--- config.mk ---
export PLATFORM = sky130hd
export DESIGN_NAME = sac_conv_ctrl
export DESIGN_NICKNAME = d
export VERILOG_FILES = /design/src/rtl/sac_fifo.v /design/src/rtl/sac_conv_ctrl.v
export VERILOG_INCLUDE_DIRS = /design/src /design/src/common
export SDC_FILE = /design/constraint.sdc
export NUM_CORES = 1
export LEC_CHECK = 0
export BUFFER_PORTS_ARGS = -buffer_cell sky130_fd_sc_hd__buf_4
export CORE_MARGIN = 2
export CORE_UTILIZATION = 62
export CTS_BUF_LIST = sky130_fd_sc_hd__clkbuf_8
export DETAILED_ROUTE_END_ITERATION = 8
export GPL_TIMING_DRIVEN = 0
export PLACE_DENSITY = 0.92
export REMOVE_ABC_BUFFERS = 1
export SLEW_MARGIN = 20
export SYNTH_ARGS = -nofsm -noshare
export SYNTH_HDL_FRONTEND = slang
export SYNTH_SLANG_ARGS = --single-unit
--- constraint.sdc ---
create_clock -name clk_sys -period 7 [get_ports clk_sys]
set_input_delay 0.35 -clock clk_sys [delete_from_list [all_inputs] [get_ports clk_sys]]
set_output_delay 0.35 -clock clk_sys [all_outputs]
set_load 0.02 [all_outputs]
--- src/common/sac_map.vh ---
`ifndef SAC_MAP_VH
`define SAC_MAP_VH

////////////////////////////////////////////////////////////////////////////
// data path
`define SAC_DATA_W        14
`define SAC_TRIAL_RST     14'h2000
`define SAC_FIFO_DEPTH    4
`define SAC_FIFO_AW       2

////////////////////////////////////////////////////////////////////////////
// conversion sequence, in conversion clocks
`define SAC_LAST_BIT_CLK  5'h0E
`define SAC_XFER_CLK      5'h0F
`define SAC_CONV_CLKS     5'h10

////////////////////////////////////////////////////////////////////////////
// timing
`define SAC_CLK_NS        4
`define SAC_CONV_NS       2200
`define SAC_INT_DIV       (`SAC_CONV_NS / (`SAC_CLK_NS * 16))
`define SAC_DIV_W         6

////////////////////////////////////////////////////////////////////////////
// pin bit positions in the synchroniser vector
`define SAC_PIN_START     0
`define SAC_PIN_EXTCLK    1
`define SAC_PIN_CS        2
`define SAC_PIN_RD        3
`define SAC_PIN_COMP      4
`define SAC_PIN_UNI       5
`define SAC_PIN_N         6

`endif

--- src/rtl/sac_fifo.v ---
`timescale 1ns/1ps
module sac_fifo #(
   parameter WIDTH = 14,
   parameter DEPTH = 4,
   parameter AW    = 2
) (
   // clock, reset and enable
   input  wire             clk_sys,
   input  wire             srst,
   input  wire             ce,
   // fill side
   input  wire             inValid,
   output wire             inReady,
   input  wire [WIDTH-1:0] inData,
   // drain side
   output wire             outValid,
   input  wire             outReady,
   output wire [WIDTH-1:0] outData
);

   reg [WIDTH-1:0] mem [0:DEPTH-1];
   reg [AW:0]      wrPtr_q;
   reg [AW:0]      rdPtr_q;

   wire full;
   wire empty;

   // extra pointer bit tells full from empty when the indices match
   assign full     = (wrPtr_q[AW-1:0] == rdPtr_q[AW-1:0]) &&
                     (wrPtr_q[AW] != rdPtr_q[AW]);
   assign empty    = (wrPtr_q == rdPtr_q);
   assign inReady  = ~full;
   assign outValid = ~empty;
   assign outData  = mem[rdPtr_q[AW-1:0]];

   always @(posedge clk_sys) begin
      if (ce && inValid && !full) begin
         mem[wrPtr_q[AW-1:0]] <= inData;
      end
   end

   always @(posedge clk_sys) begin
      if (srst) begin
         wrPtr_q <= {(AW+1){1'b0}};
         rdPtr_q <= {(AW+1){1'b0}};
      end else if (ce) begin
         if (inValid && !full) begin
            wrPtr_q <= wrPtr_q + 1'b1;
         end
         if (outReady && !empty) begin
            rdPtr_q <= rdPtr_q + 1'b1;
         end
      end
   end

endmodule

--- src/rtl/sac_conv_ctrl.v ---
// Function
// - start rising edge enters hold, starts conversion
// - status high from start until sequence ends
// - external clock high at start selects it
// - external clock low at start: internal oscillator
// - conversion takes sixteen conversion clock cycles
// - status falling returns sampler to tracking
// - result readable after end of conversion
// - data driven only with select and read low
// - internal clock conversion lasts about 2.2 us
// - bipolar results in two's complement
// - unipolar results in straight binary
`timescale 1ns/1ps
`include "sac_map.vh"
module sac_conv_ctrl (
   // clock, reset, enable
   input  wire                   clk_sys,
   input  wire                   srst,
   input  wire                   ce,
   // pins from the host
   input  wire                   conversionStartInput,
   input  wire                   externalConversionClock,
   input  wire                   chipSelN,
   input  wire                   readN,
   // analog side and range strap
   input  wire                   compDecision,
   input  wire                   unipolarRange,
   // status and sampler
   output reg                    statusBusy,
   output reg                    holdMode,
   output reg [`SAC_DATA_W-1:0]  trialCode,
   // parallel data bus
   output reg [`SAC_DATA_W-1:0]  dataOut,
   output reg                    dataOe
);

   localparam [1:0] ST_IDLE = 2'b00;
   localparam [1:0] ST_CONV = 2'b01;
   localparam [1:0] ST_EOCP = 2'b10;

   ////////////////////////////////////////////////////////////////////////
   // pin synchronisers

   reg  [`SAC_PIN_N-1:0] pinMeta_q;
   reg  [`SAC_PIN_N-1:0] pinSync_q;
   reg  [`SAC_PIN_N-1:0] pinLast_q;
   wire [`SAC_PIN_N-1:0] pinRaw;

   assign pinRaw = {unipolarRange, compDecision, readN, chipSelN,
                    externalConversionClock, conversionStartInput};

   always @(posedge clk_sys) begin
      if (srst) begin
         pinMeta_q <= 6'h0C;
         pinSync_q <= 6'h0C;
         pinLast_q <= 6'h0C;
      end else if (ce) begin
         pinMeta_q <= pinRaw;
         pinSync_q <= pinMeta_q;
         pinLast_q <= pinSync_q;
      end
   end

   wire startS  = pinSync_q[`SAC_PIN_START];
   wire extS    = pinSync_q[`SAC_PIN_EXTCLK];
   wire csS     = pinSync_q[`SAC_PIN_CS];
   wire rdS     = pinSync_q[`SAC_PIN_RD];
   wire compS   = pinSync_q[`SAC_PIN_COMP];
   wire uniS    = pinSync_q[`SAC_PIN_UNI];

   wire startRise = startS & ~pinLast_q[`SAC_PIN_START];
   wire extFall   = ~extS & pinLast_q[`SAC_PIN_EXTCLK];
   wire rdRise    = rdS & ~pinLast_q[`SAC_PIN_RD];

   ////////////////////////////////////////////////////////////////////////
   // conversion clock

   reg  [1:0]            state_q;
   reg                   extSel_q;
   reg  [`SAC_DIV_W-1:0] divCnt_q;
   reg  [4:0]            clkCnt_q;
   reg                   unipolar_q;

   wire [31:0] divLast = `SAC_INT_DIV - 1;
   wire        intTick = (divCnt_q == divLast[`SAC_DIV_W-1:0]);
   // the end-of-conversion pulse always uses the internal period: a gated
   // external clock may already have stopped when the sequence ends
   wire        tick    = (extSel_q && state_q == ST_CONV) ? extFall
                                                          : intTick;

   always @(posedge clk_sys) begin
      if (srst) begin
         divCnt_q <= {`SAC_DIV_W{1'b0}};
      end else if (ce) begin
         if (state_q == ST_IDLE || intTick) begin
            divCnt_q <= {`SAC_DIV_W{1'b0}};
         end else begin
            divCnt_q <= divCnt_q + 1'b1;
         end
      end
   end

   ////////////////////////////////////////////////////////////////////////
   // result buffer

   wire [4:0]             clkNext = clkCnt_q + 5'h01;
   wire [3:0]             bitIdx  = 4'hE - clkNext[3:0];
   wire                   pushReady;
   wire                   pushValid;
   wire [`SAC_DATA_W-1:0] resultCode;
   wire                   headValid;
   wire [`SAC_DATA_W-1:0] headData;
   wire                   popReq;

   assign pushValid = (state_q == ST_CONV) && tick &&
                      (clkNext == `SAC_XFER_CLK);

   // bipolar: flip the msb of the offset-binary trial code
   assign resultCode = unipolar_q ? trialCode
                     : {~trialCode[`SAC_DATA_W-1],
                        trialCode[`SAC_DATA_W-2:0]};

   sac_fifo #(
      .WIDTH (`SAC_DATA_W),
      .DEPTH (`SAC_FIFO_DEPTH),
      .AW    (`SAC_FIFO_AW)
   ) u_fifo (
      .clk_sys  (clk_sys),
      .srst     (srst),
      .ce       (ce),
      .inValid  (pushValid),
      .inReady  (pushReady),
      .inData   (resultCode),
      .outValid (headValid),
      .outReady (popReq),
      .outData  (headData)
   );

   ////////////////////////////////////////////////////////////////////////
   // conversion sequencer

   always @(posedge clk_sys) begin
      if (srst) begin
         state_q    <= ST_IDLE;
         extSel_q   <= 1'b0;
         clkCnt_q   <= 5'h00;
         unipolar_q <= 1'b0;
         statusBusy <= 1'b0;
         holdMode   <= 1'b0;
         trialCode  <= `SAC_TRIAL_RST;
      end else if (ce) begin
         case (state_q)
            ST_IDLE: begin
               if (startRise) begin
                  state_q    <= ST_CONV;
                  holdMode   <= 1'b1;
                  statusBusy <= 1'b1;
                  extSel_q   <= extS;
                  unipolar_q <= uniS;
                  clkCnt_q   <= 5'h00;
                  trialCode  <= `SAC_TRIAL_RST;
               end
            end
            ST_CONV: begin
               // starts that arrive mid-conversion are ignored
               if (tick) begin
                  if (clkNext <= `SAC_LAST_BIT_CLK) begin
                     trialCode[bitIdx] <= compS;
                     if (bitIdx != 4'h0) begin
                        trialCode[bitIdx-4'h1] <= 1'b1;
                     end
                     clkCnt_q <= clkNext;
                  end else if (clkNext == `SAC_XFER_CLK) begin
                     // a full buffer stalls here until a read frees a
                     // slot; that tick is retried on the next one
                     if (pushReady) begin
                        clkCnt_q <= clkNext;
                     end
                  end else begin
                     clkCnt_q   <= 5'h00;
                     holdMode   <= 1'b0;
                     statusBusy <= 1'b0;
                     if (startS) begin
                        state_q <= ST_EOCP;
                     end else begin
                        state_q <= ST_IDLE;
                     end
                  end
               end
            end
            ST_EOCP: begin
               // start high at the end: status low until the next internal tick (one full period in internal mode)
               if (tick) begin
                  statusBusy <= 1'b1;
                  state_q    <= ST_IDLE;
               end
            end
            default: begin
               state_q    <= ST_IDLE;
               statusBusy <= 1'b0;
               holdMode   <= 1'b0;
            end
         endcase
      end
   end

   ////////////////////////////////////////////////////////////////////////
   // parallel read port

   wire readEn = ~csS & ~rdS;

   // a word leaves the buffer when the read strobe ends under select
   assign popReq = rdRise & ~csS;

   always @(posedge clk_sys) begin
      if (srst) begin
         dataOe  <= 1'b0;
         dataOut <= {`SAC_DATA_W{1'b0}};
      end else if (ce) begin
         dataOe <= readEn;
         // freeze the word while it is on the bus so it cannot tear
         if (headValid && !readEn) begin
            dataOut <= headData;
         end
      end
   end

endmodule

After elaboration in Yosys (flattened, before gate mapping)
Memories as Yosys holds them, arrays and structs flattened. A register that Yosys moved wholly into a read port is not among the register bits.
Index checks and enable logic that the tools add are counted.
{"block": "totals", "register_bits": 54, "ramBits": 56, "input_bits": 9, "out_inout_bits": 31, "elab_cells": 115, "n_memories": 1}
{"block": "op_classes", "n_addsub": 6, "order_cmp": 5, "n_eq_ne": 14, "muxes": 35, "bitwise_logic": 14, "n_reduce_logical": 26}
{"name": "u_fifo.mem", "depth": 4, "width": 14, "read_ports": 1, "rd_clocked_by_memory_dff": 1, "write_ports": 1, "line": "sac_fifo.v:21", "rtl": "reg [WIDTH-1:0] mem [0:DEPTH-1];"}
{"op": "14-bit two-way mux", "n": 5}
{"op": "14-bit case mux with 2 select lines", "n": 1}
{"op": "5-bit two-way mux", "n": 5}
{"op": "14-bit bitwise mux", "n": 1}
{"op": "14-bit bitwise OR", "n": 1}
{"op": "2-bit two-way mux", "n": 6}
{"op": "6-bit AND reduction", "n": 2}
{"op": "1-bit logical AND", "n": 11}
{"op": "4-bit by 5-bit < comparator with 1-bit output (second input constant)", "n": 2}
{"op": "1-bit two-way mux", "n": 10}
{"op": "2-bit inequality test (second input constant)", "n": 5}
{"op": "5-bit case mux with 2 select lines", "n": 1}
{"op": "5-bit AND reduction", "n": 2}
{"op": "1-bit demux with 4-bit select", "n": 2}
{"op": "4-bit by 1-bit greater-or-equal comparator with 1-bit output (second input constant)", "n": 2}
{"op": "1-bit NOT", "n": 8}
{"op": "3-bit by 1-bit adder with 3-bit output (second input constant)", "n": 2}
{"op": "6-bit by 1-bit adder with 6-bit output (second input constant)", "n": 1}
{"op": "6-bit == test (second input constant)", "n": 1}
{"op": "6-bit two-way mux", "n": 1}
{"op": "1-bit case mux with 3 select lines", "n": 2}
{"op": "2-bit case mux with 3 select lines", "n": 1}
{"op": "2-bit AND reduction", "n": 3}
{"op": "5-bit by 1-bit adder with 5-bit output (second input constant)", "n": 1}
{"op": "18 further kinds", "n": 24}

Depth between registers and ports, before layout
Gate-level depths: netlist of run 1.
{"block": "depth", "ltp_word": 12, "ltp_mapped": 11, "depth_no_buf": 8}

Hierarchy
A second synthesis of run 1 with hierarchy kept.
{"block": "hier_totals", "hier_cells": 538, "area_unflattened_um2": 6045.8}
{"mod": "sac_conv_ctrl", "instances": 1, "cells_per_inst": 399, "area_each_um2": 3465.8, "seq_area_each_um2": 1221.2}
{"mod": "sac_fifo", "instances": 1, "cells_per_inst": 139, "area_each_um2": 2580.0, "seq_area_each_um2": 1841.8}

Least setup slack after synthesis of run 1
Ideal clock, no wire load.
{"block": "synth_path", "kind": "reg-to-reg", "from": "reg clkCnt_q[0]", "to": "mem u_fifo.mem[0][0] (enable)", "setup_ns": 0.385, "arrival_ns": 2.274, "required_ns": 6.615, "path_slack_ns": 4.342, "path_stages_with_launch": 9, "path_buffers": 2, "synth_period_minus_slack_ns": 2.658, "path_cell_list": "dfxtp_1 ha_1 buf_6 xnor2_2 buf_6 nor4b_4 nor3b_2 nand3_2 nor2_1"}
{"block": "synth_between", "elab_chain_cells": 7}
{"element": "from (decl)", "line": "sac_conv_ctrl.v:81", "rtl": "reg [4:0] clkCnt_q;"}
{"element": "from (signal assigned)", "line": "sac_conv_ctrl.v:172", "rtl": "clkCnt_q <= clkNext;"}
{"element": "from (signal assigned)", "line": "sac_conv_ctrl.v:177", "rtl": "clkCnt_q <= clkNext;"}
{"element": "5-bit by 1-bit adder with 5-bit output", "line": "sac_conv_ctrl.v:106", "rtl": "wire [4:0] clkNext = clkCnt_q + 5'h01;"}
{"element": "5-bit by 4-bit == test with 1-bit output (no line)"}
{"element": "1-bit logical AND", "line": "sac_conv_ctrl.v:115", "rtl": "assign pushValid = (state_q == ST_CONV) && tick &&"}
{"element": "1-bit logical AND (2 in series)", "line": "sac_fifo.v:37", "rtl": "if (ce && inValid && !full) begin"}
{"element": "1-bit two-way mux", "line": "sac_fifo.v:37"}
{"element": "1-bit two-way mux (not written as such)", "line": "sac_fifo.v:38", "rtl": "mem[wrPtr_q[AW-1:0]] <= inData;"}
{"element": "to (decl)", "line": "sac_fifo.v:21"}
No other way between the ends.

Worst setup path after layout of run 1
{"block": "layout_path", "from": "reg clkCnt_q[0]", "to": "mem u_fifo.mem[0][2] (enable)"}
Same word-level chain as after synthesis.

==> impl_table.tex, run 1 <==
\begin{tabular}{lr}
\hline
Metric & Value \\
\hline
\multicolumn{2}{l}{\textbf{Placed design}} \\
\quad Number of buffer cells added on primary ports & 39 \\
\quad Global placer's final weighted congestion & 0.901 \\
\quad Cell area after placement & 6120 um2 \\
\quad Detailed placer's ending HPWL & 7910 um \\
\quad Worst slack at placement & 3280 ps \\
\multicolumn{2}{l}{\textbf{Power}} \\
\quad Largest voltage drop on the vdd net & 0.131 mV \\
\quad Internal power & 1.15 mW \\
\quad Clock power frac & 46.9\% \\
\quad Sequential share of power & 50.7\% \\
\quad Areal power density over the cells & 226 nW/um2 \\
\quad Pleak & 2.47 nW \\
\quad Share of total power consumed by net switching & 22.4\% \\
\quad Comb pwr share & 2.4\% \\
\quad Switching power & 0.332 mW \\
\multicolumn{2}{l}{\textbf{Die}} \\
\quad Die Footprint & 10,300 um2 \\
\quad Initial cell density of the core & 64.0\% \\
\quad Overall die width & 102 um \\
\quad CORE AREA & 9240 um2 \\
\quad Floorplan die height & 102 um \\
\quad Number of cell rows & 35 \\
\quad Ports placed on the boundary & 40 \\
\multicolumn{2}{l}{\textbf{Timing}} \\
\quad Minimum clock period after layout & 3800 ps \\
\quad Crit share post-route & 54.3\% \\
\quad Tightest slew margin relative to the limit & 42.1\% \\
\quad Fin Setup TNS & 0 ps \\
\quad Clock Skew & 17.3 ps \\
\quad Setup repair after global routing missed its margin & false \\
\quad Transition time of the tightest slew-check pin & 867 ps \\
\quad Count of pins over their slew limit & 0 \\
\quad Final setup violation count & 0 \\
\quad Final setup slack of the worst path & 3200 ps \\
\quad Count of endpoints failing hold in the final timing report & 0 \\
\quad Peak Freq & 263 MHz \\
\multicolumn{2}{l}{\textbf{Worst setup path}} \\
\quad Critical Path Fanout Max & 19 \\
\quad Type of the setup path with the least slack & flip-flop to flip-flop \\
\quad R2R cell count & 6 \\
\quad Crit-path cells & ha\_1, xnor2\_2, nor4b\_4, nor3b\_2, nand3\_2, nor2\_2 \\
\quad Endpoint of the worst register-to-register path & u\_fifo.mem[0][2] \\
\quad Delay of the slowest cell on the worst path & 760 ps \\
\quad Slowest stage cell on the critical path & ha\_1 \\
\quad R2R Path Start & clkCnt\_q[0] \\
\quad Type of destination of the critical path & flip-flop \\
\quad Arrival time reported for the critical path endpoint & 3860 ps \\
\quad Critical Path Source Type & flip-flop \\
\quad Reg-to-reg slack, setup & 3200 ps \\
\quad Req. time, crit path & 7060 ps \\
\quad Crit-path leading delay family & simple AND/OR/NAND/NOR gates \\
\quad Buffers and inverters on the worst path & 0 \\
\multicolumn{2}{l}{\textbf{Clock network}} \\
\quad Number of buffers created by CTS & 17 \\
\quad CTS tree & yes \\
\quad H-tree depth & 4 \\
\quad Post-CTS Setup Inserts & 0 \\
\quad Total of cells resized after clock tree synthesis & 0 \\
\quad Root cell of the clock tree & clkbuf\_8 \\
\quad Maximum count of clock buffers along a single path & 2 \\
\quad Number of hold buffers added after cts & 0 \\
\quad Insertion delay of the later-clocked pin in the worst-skew pair & 440 ps \\
\quad Post-CTS clock slew at the launch and capture registers of the worst setup and hold paths & 80 ps \\
\quad Sinks on the clock net & 123 \\
\multicolumn{2}{l}{\textbf{Hold path}} \\
\quad Launch point of the worst hold path & readN \\
\quad Hold Crit Class & input port to flip-flop \\
\quad Hold path cells & 3 \\
\quad Worst Hold End & pinMeta\_q[3] \\
\multicolumn{2}{l}{\textbf{Synth}} \\
\quad Yosys warning total & 0 \\
\quad Share of cell area taken by muxes after synthesis & 11.8\% \\
\quad Main combinational cell family by area after synthesis & simple AND/OR/NAND/NOR gates \\
\quad Average instance area after synthesis & 11.4 um2 \\
\quad Cells taking the most area after synthesis & edfxtp\_1, dfxtp\_1, mux2i\_1 \\
\quad Top cell type by total area after synthesis & edfxtp\_1 \\
\quad Fraction of synthesized cell area in xor and xnor cells & 2.88\% \\
\quad Fraction of registers with async set/reset & 0\% \\
\quad Register area share after synthesis & 51.1\% \\
\quad Top FF cell, synth & dfxtp\_1 \\
\quad Total of flip-flops plus latches after synthesis & 123 \\
\quad Mapped Area & 5920 um2 \\
\quad Count of flip-flops with a built-in enable after synthesis & 56 \\
\quad Synthesized netlist cell count & 521 \\
\quad Number of unique standard cell types used by synthesis & 76 \\
\quad Adder-cell area share of the yosys netlist & 2.96\% \\
\quad Fraction of the mapped netlist area in compound gates & 11.8\% \\
\quad Simple-gate area share of the yosys netlist & 13.6\% \\
\quad Yosys top cell area share & 28.4\% \\
\multicolumn{2}{l}{\textbf{Global routing}} \\
\quad Global-route usage over all layers & 26.0\% \\
\quad Number of global-route vias before repair & 4,019 \\
\quad Total grt overflow & 0 \\
\quad Wire length of the first global-routing pass & 20,500 um \\
\quad Antenna violations before repair & 0 \\
\quad Pin count of the biggest net entering global routing & 56 \\
\multicolumn{2}{l}{\textbf{Routing}} \\
\quad Vias & 4,206 \\
\quad Number of DRC violations after detailed routing & 0 \\
\quad Initial DRC count & 504 \\
\quad Antenna viol nets, final & 0 \\
\quad Post-detailed-route via-to-cell ratio & 6.23 \\
\quad Routed length per instance & 19.0 um \\
\quad Total routed wirelength & 12,800 um \\
\quad First-pass iteration count of the detailed router & 7 \\
\multicolumn{2}{l}{\textbf{Cells and area}} \\
\quad Final \#Nets & 556 \\
\quad Final design area excluding fillers & 6560 um2 \\
\quad Most common cell after layout, fill and taps aside & dfxtp\_1 \\
\quad Number of fillers in the final layout & 596 \\
\quad Fraction of layout instances using a drive strength above 1 & 19.8\% \\
\quad Area growth, synth to finish & 10.9\% \\
\quad Count of antenna diodes in the layout & 0 \\
\quad Leading cell types in the layout, fill and taps excluded & dfxtp\_1, edfxtp\_1, nor2\_1 \\
\multicolumn{2}{l}{\textbf{Job}} \\
\quad Max cap viols & 0 \\
\multicolumn{2}{l}{\textbf{Run status}} \\
\quad Result of the run & finished clean \\
\hline
\end{tabular}
-- synthesized netlist by cell type, types with 12 or more instances --
| cell | n |
|---|---|
| dfxtp_1 | 67 |
| nor2_1 | 59 |
| edfxtp_1 | 56 |
| mux2i_1 | 38 |
| nand2_1 | 23 |
| inv_1 | 20 |
| o21ai_0 | 19 |
| buf_4 | 16 |
| clkbuf_1 | 14 |
| ha_1 | 14 |
| mux4_2 | 14 |
| a21oi_1 | 12 |
| nand3_1 | 12 |
-- layer usage --
metal | GRT usage (%) | up-vias | wire, um
li1 | - | 1938 | -
met1 | 33.5 | 2008 | 5380
met2 | 42.4 | 228 | 6300
met3 | 6.00 | 32 | 853
met4 | 11.0 | 0 | 296
met5 | 0 | - | 0
-- stage by stage --
stage	power [mW]	hold WS, ps	util (%)	instances
3_5_place_dp	0.802	474	66.3	643
4_1_cts	1.48	126	71.0	675
5_1_grt	1.52	122	71.0	675
3_3_place_gp	0.801	453	66.0	642
6_report	1.48	133	71.0	675
2_1_floorplan	0.785	419	-	474
-- state kept, by name, indices dropped and copies added, names as in the netlist --
register        cells
u_fifo.mem         56
dataOut            14
trialCode          14
divCnt_q            6
pinMeta_q           6
pinSync_q           6
clkCnt_q            5
pinLast_q           3
u_fifo.rdPtr_q      3
u_fifo.wrPtr_q      3
state_q             2
dataOe              1
extSel_q            1
holdMode            1
statusBusy          1
unipolar_q          1
-- worst max-delay path by stage --
stage | from | endpoint | cells after the start
after floorplan | clkCnt_q[0] | u_fifo.mem[0][0] | 6
after global placement | clkCnt_q[0] | u_fifo.mem[0][12] | 6
after detailed placement | clkCnt_q[0] | u_fifo.mem[2][1] | 6
after CTS | clkCnt_q[0] | u_fifo.mem[0][2] | 6
after global routing | clkCnt_q[0] | u_fifo.mem[0][2] | 6
final | clkCnt_q[0] | u_fifo.mem[0][2] | 6
-- power groups by stage --
stage / clock network (mW) / logic (mW) / registers [mW]
after CTS: 0.698 / 0.0345 / 0.752
after global placement: 0 / 0.0329 / 0.768
final: 0.695 / 0.0349 / 0.752
after global routing: 0.734 / 0.0378 / 0.752
after detailed placement: 0 / 0.0342 / 0.768
after floorplan: 0 / 0.0177 / 0.768
-- worst min-delay path: cells and delay by family --
kind | cells | cell delay (ps)
and+or+nand+nor | 1 | 60
muxes | 1 | 60
buffers and inverters | 1 | 70
-- final cells by class --
cell class                      count  area [um2]  area share [%]
Timing Repair Buffer               40         304            4.63
Tap cell                          129         161            2.46
Clock inverter                     15         200            3.05
Multi-Input combinational cell    330        2560            39.0
Inverter                           21        78.8            1.20
Sequential cell                   123        3020            46.1
Clock buffer                       17         234            3.57
-- cells by family (layout without fill, tap and decap cells) --
family,count (synthesis),after routing
buffers and inverters,68,93
xor gates and xnor gates,17,17
AOI/OAI and AO/OA,93,93
adders and majority gates,14,14
muxes,52,52
and+or+nand+nor,154,154
DFF,123,123
No activity file was read; power rests on OpenSTA's default activity.
==> run 2: changes to the inputs <==
CORE_UTILIZATION = 57   (was 62)
PLACE_DENSITY = 0.9   (was 0.92)
clock period = 3.2 ns   (was 7 ns; I/O delays follow)
==> run 2 against run 1 <==
Sequential power increased by 120%. Clock power increased by 77%. Cell count increased by 2.7%. Wire length increased by 0.13%. Die area increased by 8.4%. Largest cell class unchanged. Clock skew decreased by 1.9 ps.
==> impl_table.tex, run 2 (synthesized netlist as in run 1, its figures left out) <==
\begin{tabular}{lr}
\hline
Metric & Value \\
\hline
\multicolumn{2}{l}{\textbf{Clock network}} \\
\quad Root cell of the clock tree & clkbuf\_8 \\
\quad Maximum count of clock buffers along a single path & 2 \\
\quad CTS tree & yes \\
\quad Post-CTS clock slew at the launch and capture registers of the worst setup and hold paths & 70 ps \\
\quad Sinks on the clock net & 123 \\
\quad Insertion delay of the later-clocked pin in the worst-skew pair & 440 ps \\
\quad Number of buffers created by CTS & 17 \\
\quad H-tree depth & 4 \\
\multicolumn{2}{l}{\textbf{Timing}} \\
\quad Crit share post-route & 92.2\% \\
\quad Count of pins over their slew limit & 0 \\
\quad Peak Freq & 339 MHz \\
\quad Clock Skew & 15.3 ps \\
\quad Count of endpoints failing hold in the final timing report & 0 \\
\quad Transition time of the tightest slew-check pin & 827 ps \\
\quad Minimum clock period after layout & 2950 ps \\
\quad Final setup violation count & 0 \\
\quad Tightest slew margin relative to the limit & 44.8\% \\
\quad Final setup slack of the worst path & 250 ps \\
\quad Fin Setup TNS & 0 ps \\
\quad Setup repair after global routing missed its margin & false \\
\multicolumn{2}{l}{\textbf{Worst setup path}} \\
\quad Buffers and inverters on the worst path & 1 \\
\quad Type of destination of the critical path & flip-flop \\
\quad Reg-to-reg slack, setup & 250 ps \\
\quad Beginning of the critical path & clkCnt\_q[1] \\
\quad End point of the critical path & u\_fifo.mem[2][10] \\
\quad Delay of the slowest cell on the worst path & 610 ps \\
\quad R2R cell count & 7 \\
\quad R2R Path Start & clkCnt\_q[1] \\
\quad Arrival time reported for the critical path endpoint & 3090 ps \\
\quad Critical Path Source Type & flip-flop \\
\quad Slowest stage cell on the critical path & dfxtp\_1 \\
\quad Req. time, crit path & 3340 ps \\
\quad Type of the setup path with the least slack & flip-flop to flip-flop \\
\quad Cell count along the critical path & 7 \\
\quad Critical Path Fanout Max & 19 \\
\quad Endpoint of the worst register-to-register path & u\_fifo.mem[2][10] \\
\quad Crit-path cells & ha\_4, xnor2\_2, nor4b\_4, nor3b\_2, nand3\_2, nor2\_4, buf\_12 \\
\quad Crit-path leading delay family & simple AND/OR/NAND/NOR gates \\
\multicolumn{2}{l}{\textbf{Routing}} \\
\quad Wire length the detailed router placed on met1 & 5240 um \\
\quad Number of DRC violations after detailed routing & 0 \\
\quad Total routed wirelength & 12,800 um \\
\quad Vias & 4,300 \\
\quad Initial DRC count & 536 \\
\quad Routed length per instance & 18.5 um \\
\quad Post-detailed-route via-to-cell ratio & 6.20 \\
\quad Amount of wire on met3 after detailed routing & 752 um \\
\quad Met2 wirelength from detailed routing & 6470 um \\
\quad First-pass iteration count of the detailed router & 7 \\
\quad Top routing layer in use & met4 \\
\quad Antenna viol nets, final & 0 \\
\multicolumn{2}{l}{\textbf{Global routing}} \\
\quad Total grt overflow & 0 \\
\quad Number of global-route vias before repair & 4,211 \\
\quad Global-route usage over all layers & 24.0\% \\
\quad Pin count of the biggest net entering global routing & 56 \\
\quad Antenna violations before repair & 0 \\
\quad Wire length of the first global-routing pass & 21,000 um \\
\multicolumn{2}{l}{\textbf{Die}} \\
\quad Overall die width & 106 um \\
\quad Die Footprint & 11,200 um2 \\
\quad Floorplan die height & 106 um \\
\quad Ports placed on the boundary & 40 \\
\quad CORE AREA & 10,200 um2 \\
\quad Number of cell rows & 37 \\
\quad Initial cell density of the core & 58.1\% \\
\multicolumn{2}{l}{\textbf{Cells and area}} \\
\quad Leading cell types in the layout, fill and taps excluded & dfxtp\_1, edfxtp\_1, nor2\_1 \\
\quad Final design area excluding fillers & 6680 um2 \\
\quad Number of fillers in the final layout & 673 \\
\quad Count of antenna diodes in the layout & 0 \\
\quad Flip-flop count of the largest register, all copies and words added & 56 \\
\quad End-of-flow core utilization & 65.6\% \\
\quad Final \#Nets & 567 \\
\quad Area of the multi-input gates & 2600 um2 \\
\quad Area of all sequential standard cells & 3030 um2 \\
\quad Most common cell after layout, fill and taps aside & dfxtp\_1 \\
\quad Area growth, synth to finish & 13.0\% \\
\quad Fraction of layout instances using a drive strength above 1 & 20.8\% \\
\multicolumn{2}{l}{\textbf{Power}} \\
\quad Total design power & 2.96 mW \\
\quad Largest voltage drop on the vdd net & 0.253 mV \\
\quad Pleak & 2.52 nW \\
\quad Areal power density over the cells & 443 nW/um2 \\
\multicolumn{2}{l}{\textbf{Placed design}} \\
\quad Detailed placer's ending HPWL & 7870 um \\
\quad Global placer's final weighted congestion & 0.868 \\
\quad Cell area after placement & 6130 um2 \\
\quad Number of buffer cells added on primary ports & 39 \\
\quad Worst slack at placement & -507 ps \\
\multicolumn{2}{l}{\textbf{Hold path}} \\
\quad Hold Crit Class & input port to flip-flop \\
\multicolumn{2}{l}{\textbf{Job}} \\
\quad Max cap viols & 0 \\
\multicolumn{2}{l}{\textbf{Run status}} \\
\quad Result of the run & finished clean \\
\hline
\end{tabular}
==> run 2: routing by layer <==
layer | vias to the layer above | track usage, %
li1 | 1956 | -
met1 | 2079 | 29.0
met2 | 219 | 41.1
met3 | 46 | 5.57
met4 | 0 | 10.2
met5 | - | 0
==> run 2: final cells by class <==
type | instances | area share, %
tap | 136 | 2.55
inverter | 21 | 1.18
multi-input combinational | 330 | 38.9
clock buffer | 18 | 3.71
timing repair buffer | 51 | 6.76
clock inverter | 14 | 1.61
sequential | 123 | 45.3
==> run 2: repair_timing <==
item,in CTS,in global routing
resized for setup,5,4
endpoints found under the hold margin,6,0
pin swaps,4,0
hold buffers,6,0
buffers inserted,5,0
endpoints found under the setup margin,64,67
==> run 2: worst min-delay path by stage <==
stage               start            to  slack, ps  cells after the start
floorplan            srst      holdMode        230                      1
global placement    readN  pinMeta_q[3]        380                      3
detailed placement  readN  pinMeta_q[3]        380                      3
CTS                  srst    dataOut[8]        190                      2
global route           ce  pinMeta_q[3]        220                      3
finish               srst    dataOut[8]        200                      2
==> run 2: per-stage QoR <==
step / cells / hold slack, ps
2_1_floorplan: 474 / 229
3_3_place_gp: 649 / 376
3_5_place_dp: 650 / 384
4_1_cts: 693 / 192
5_1_grt: 693 / 221
6_report: 693 / 201
==> run 2: report_power, final <==
part	switching, mW	total [mW]	leakage [nW]	internal [mW]
Sequential	0.00939	1.65	1.07	1.64
Combinational	0.0493	0.0831	1.26	0.0338
Clock	0.611	1.23	0.187	0.621
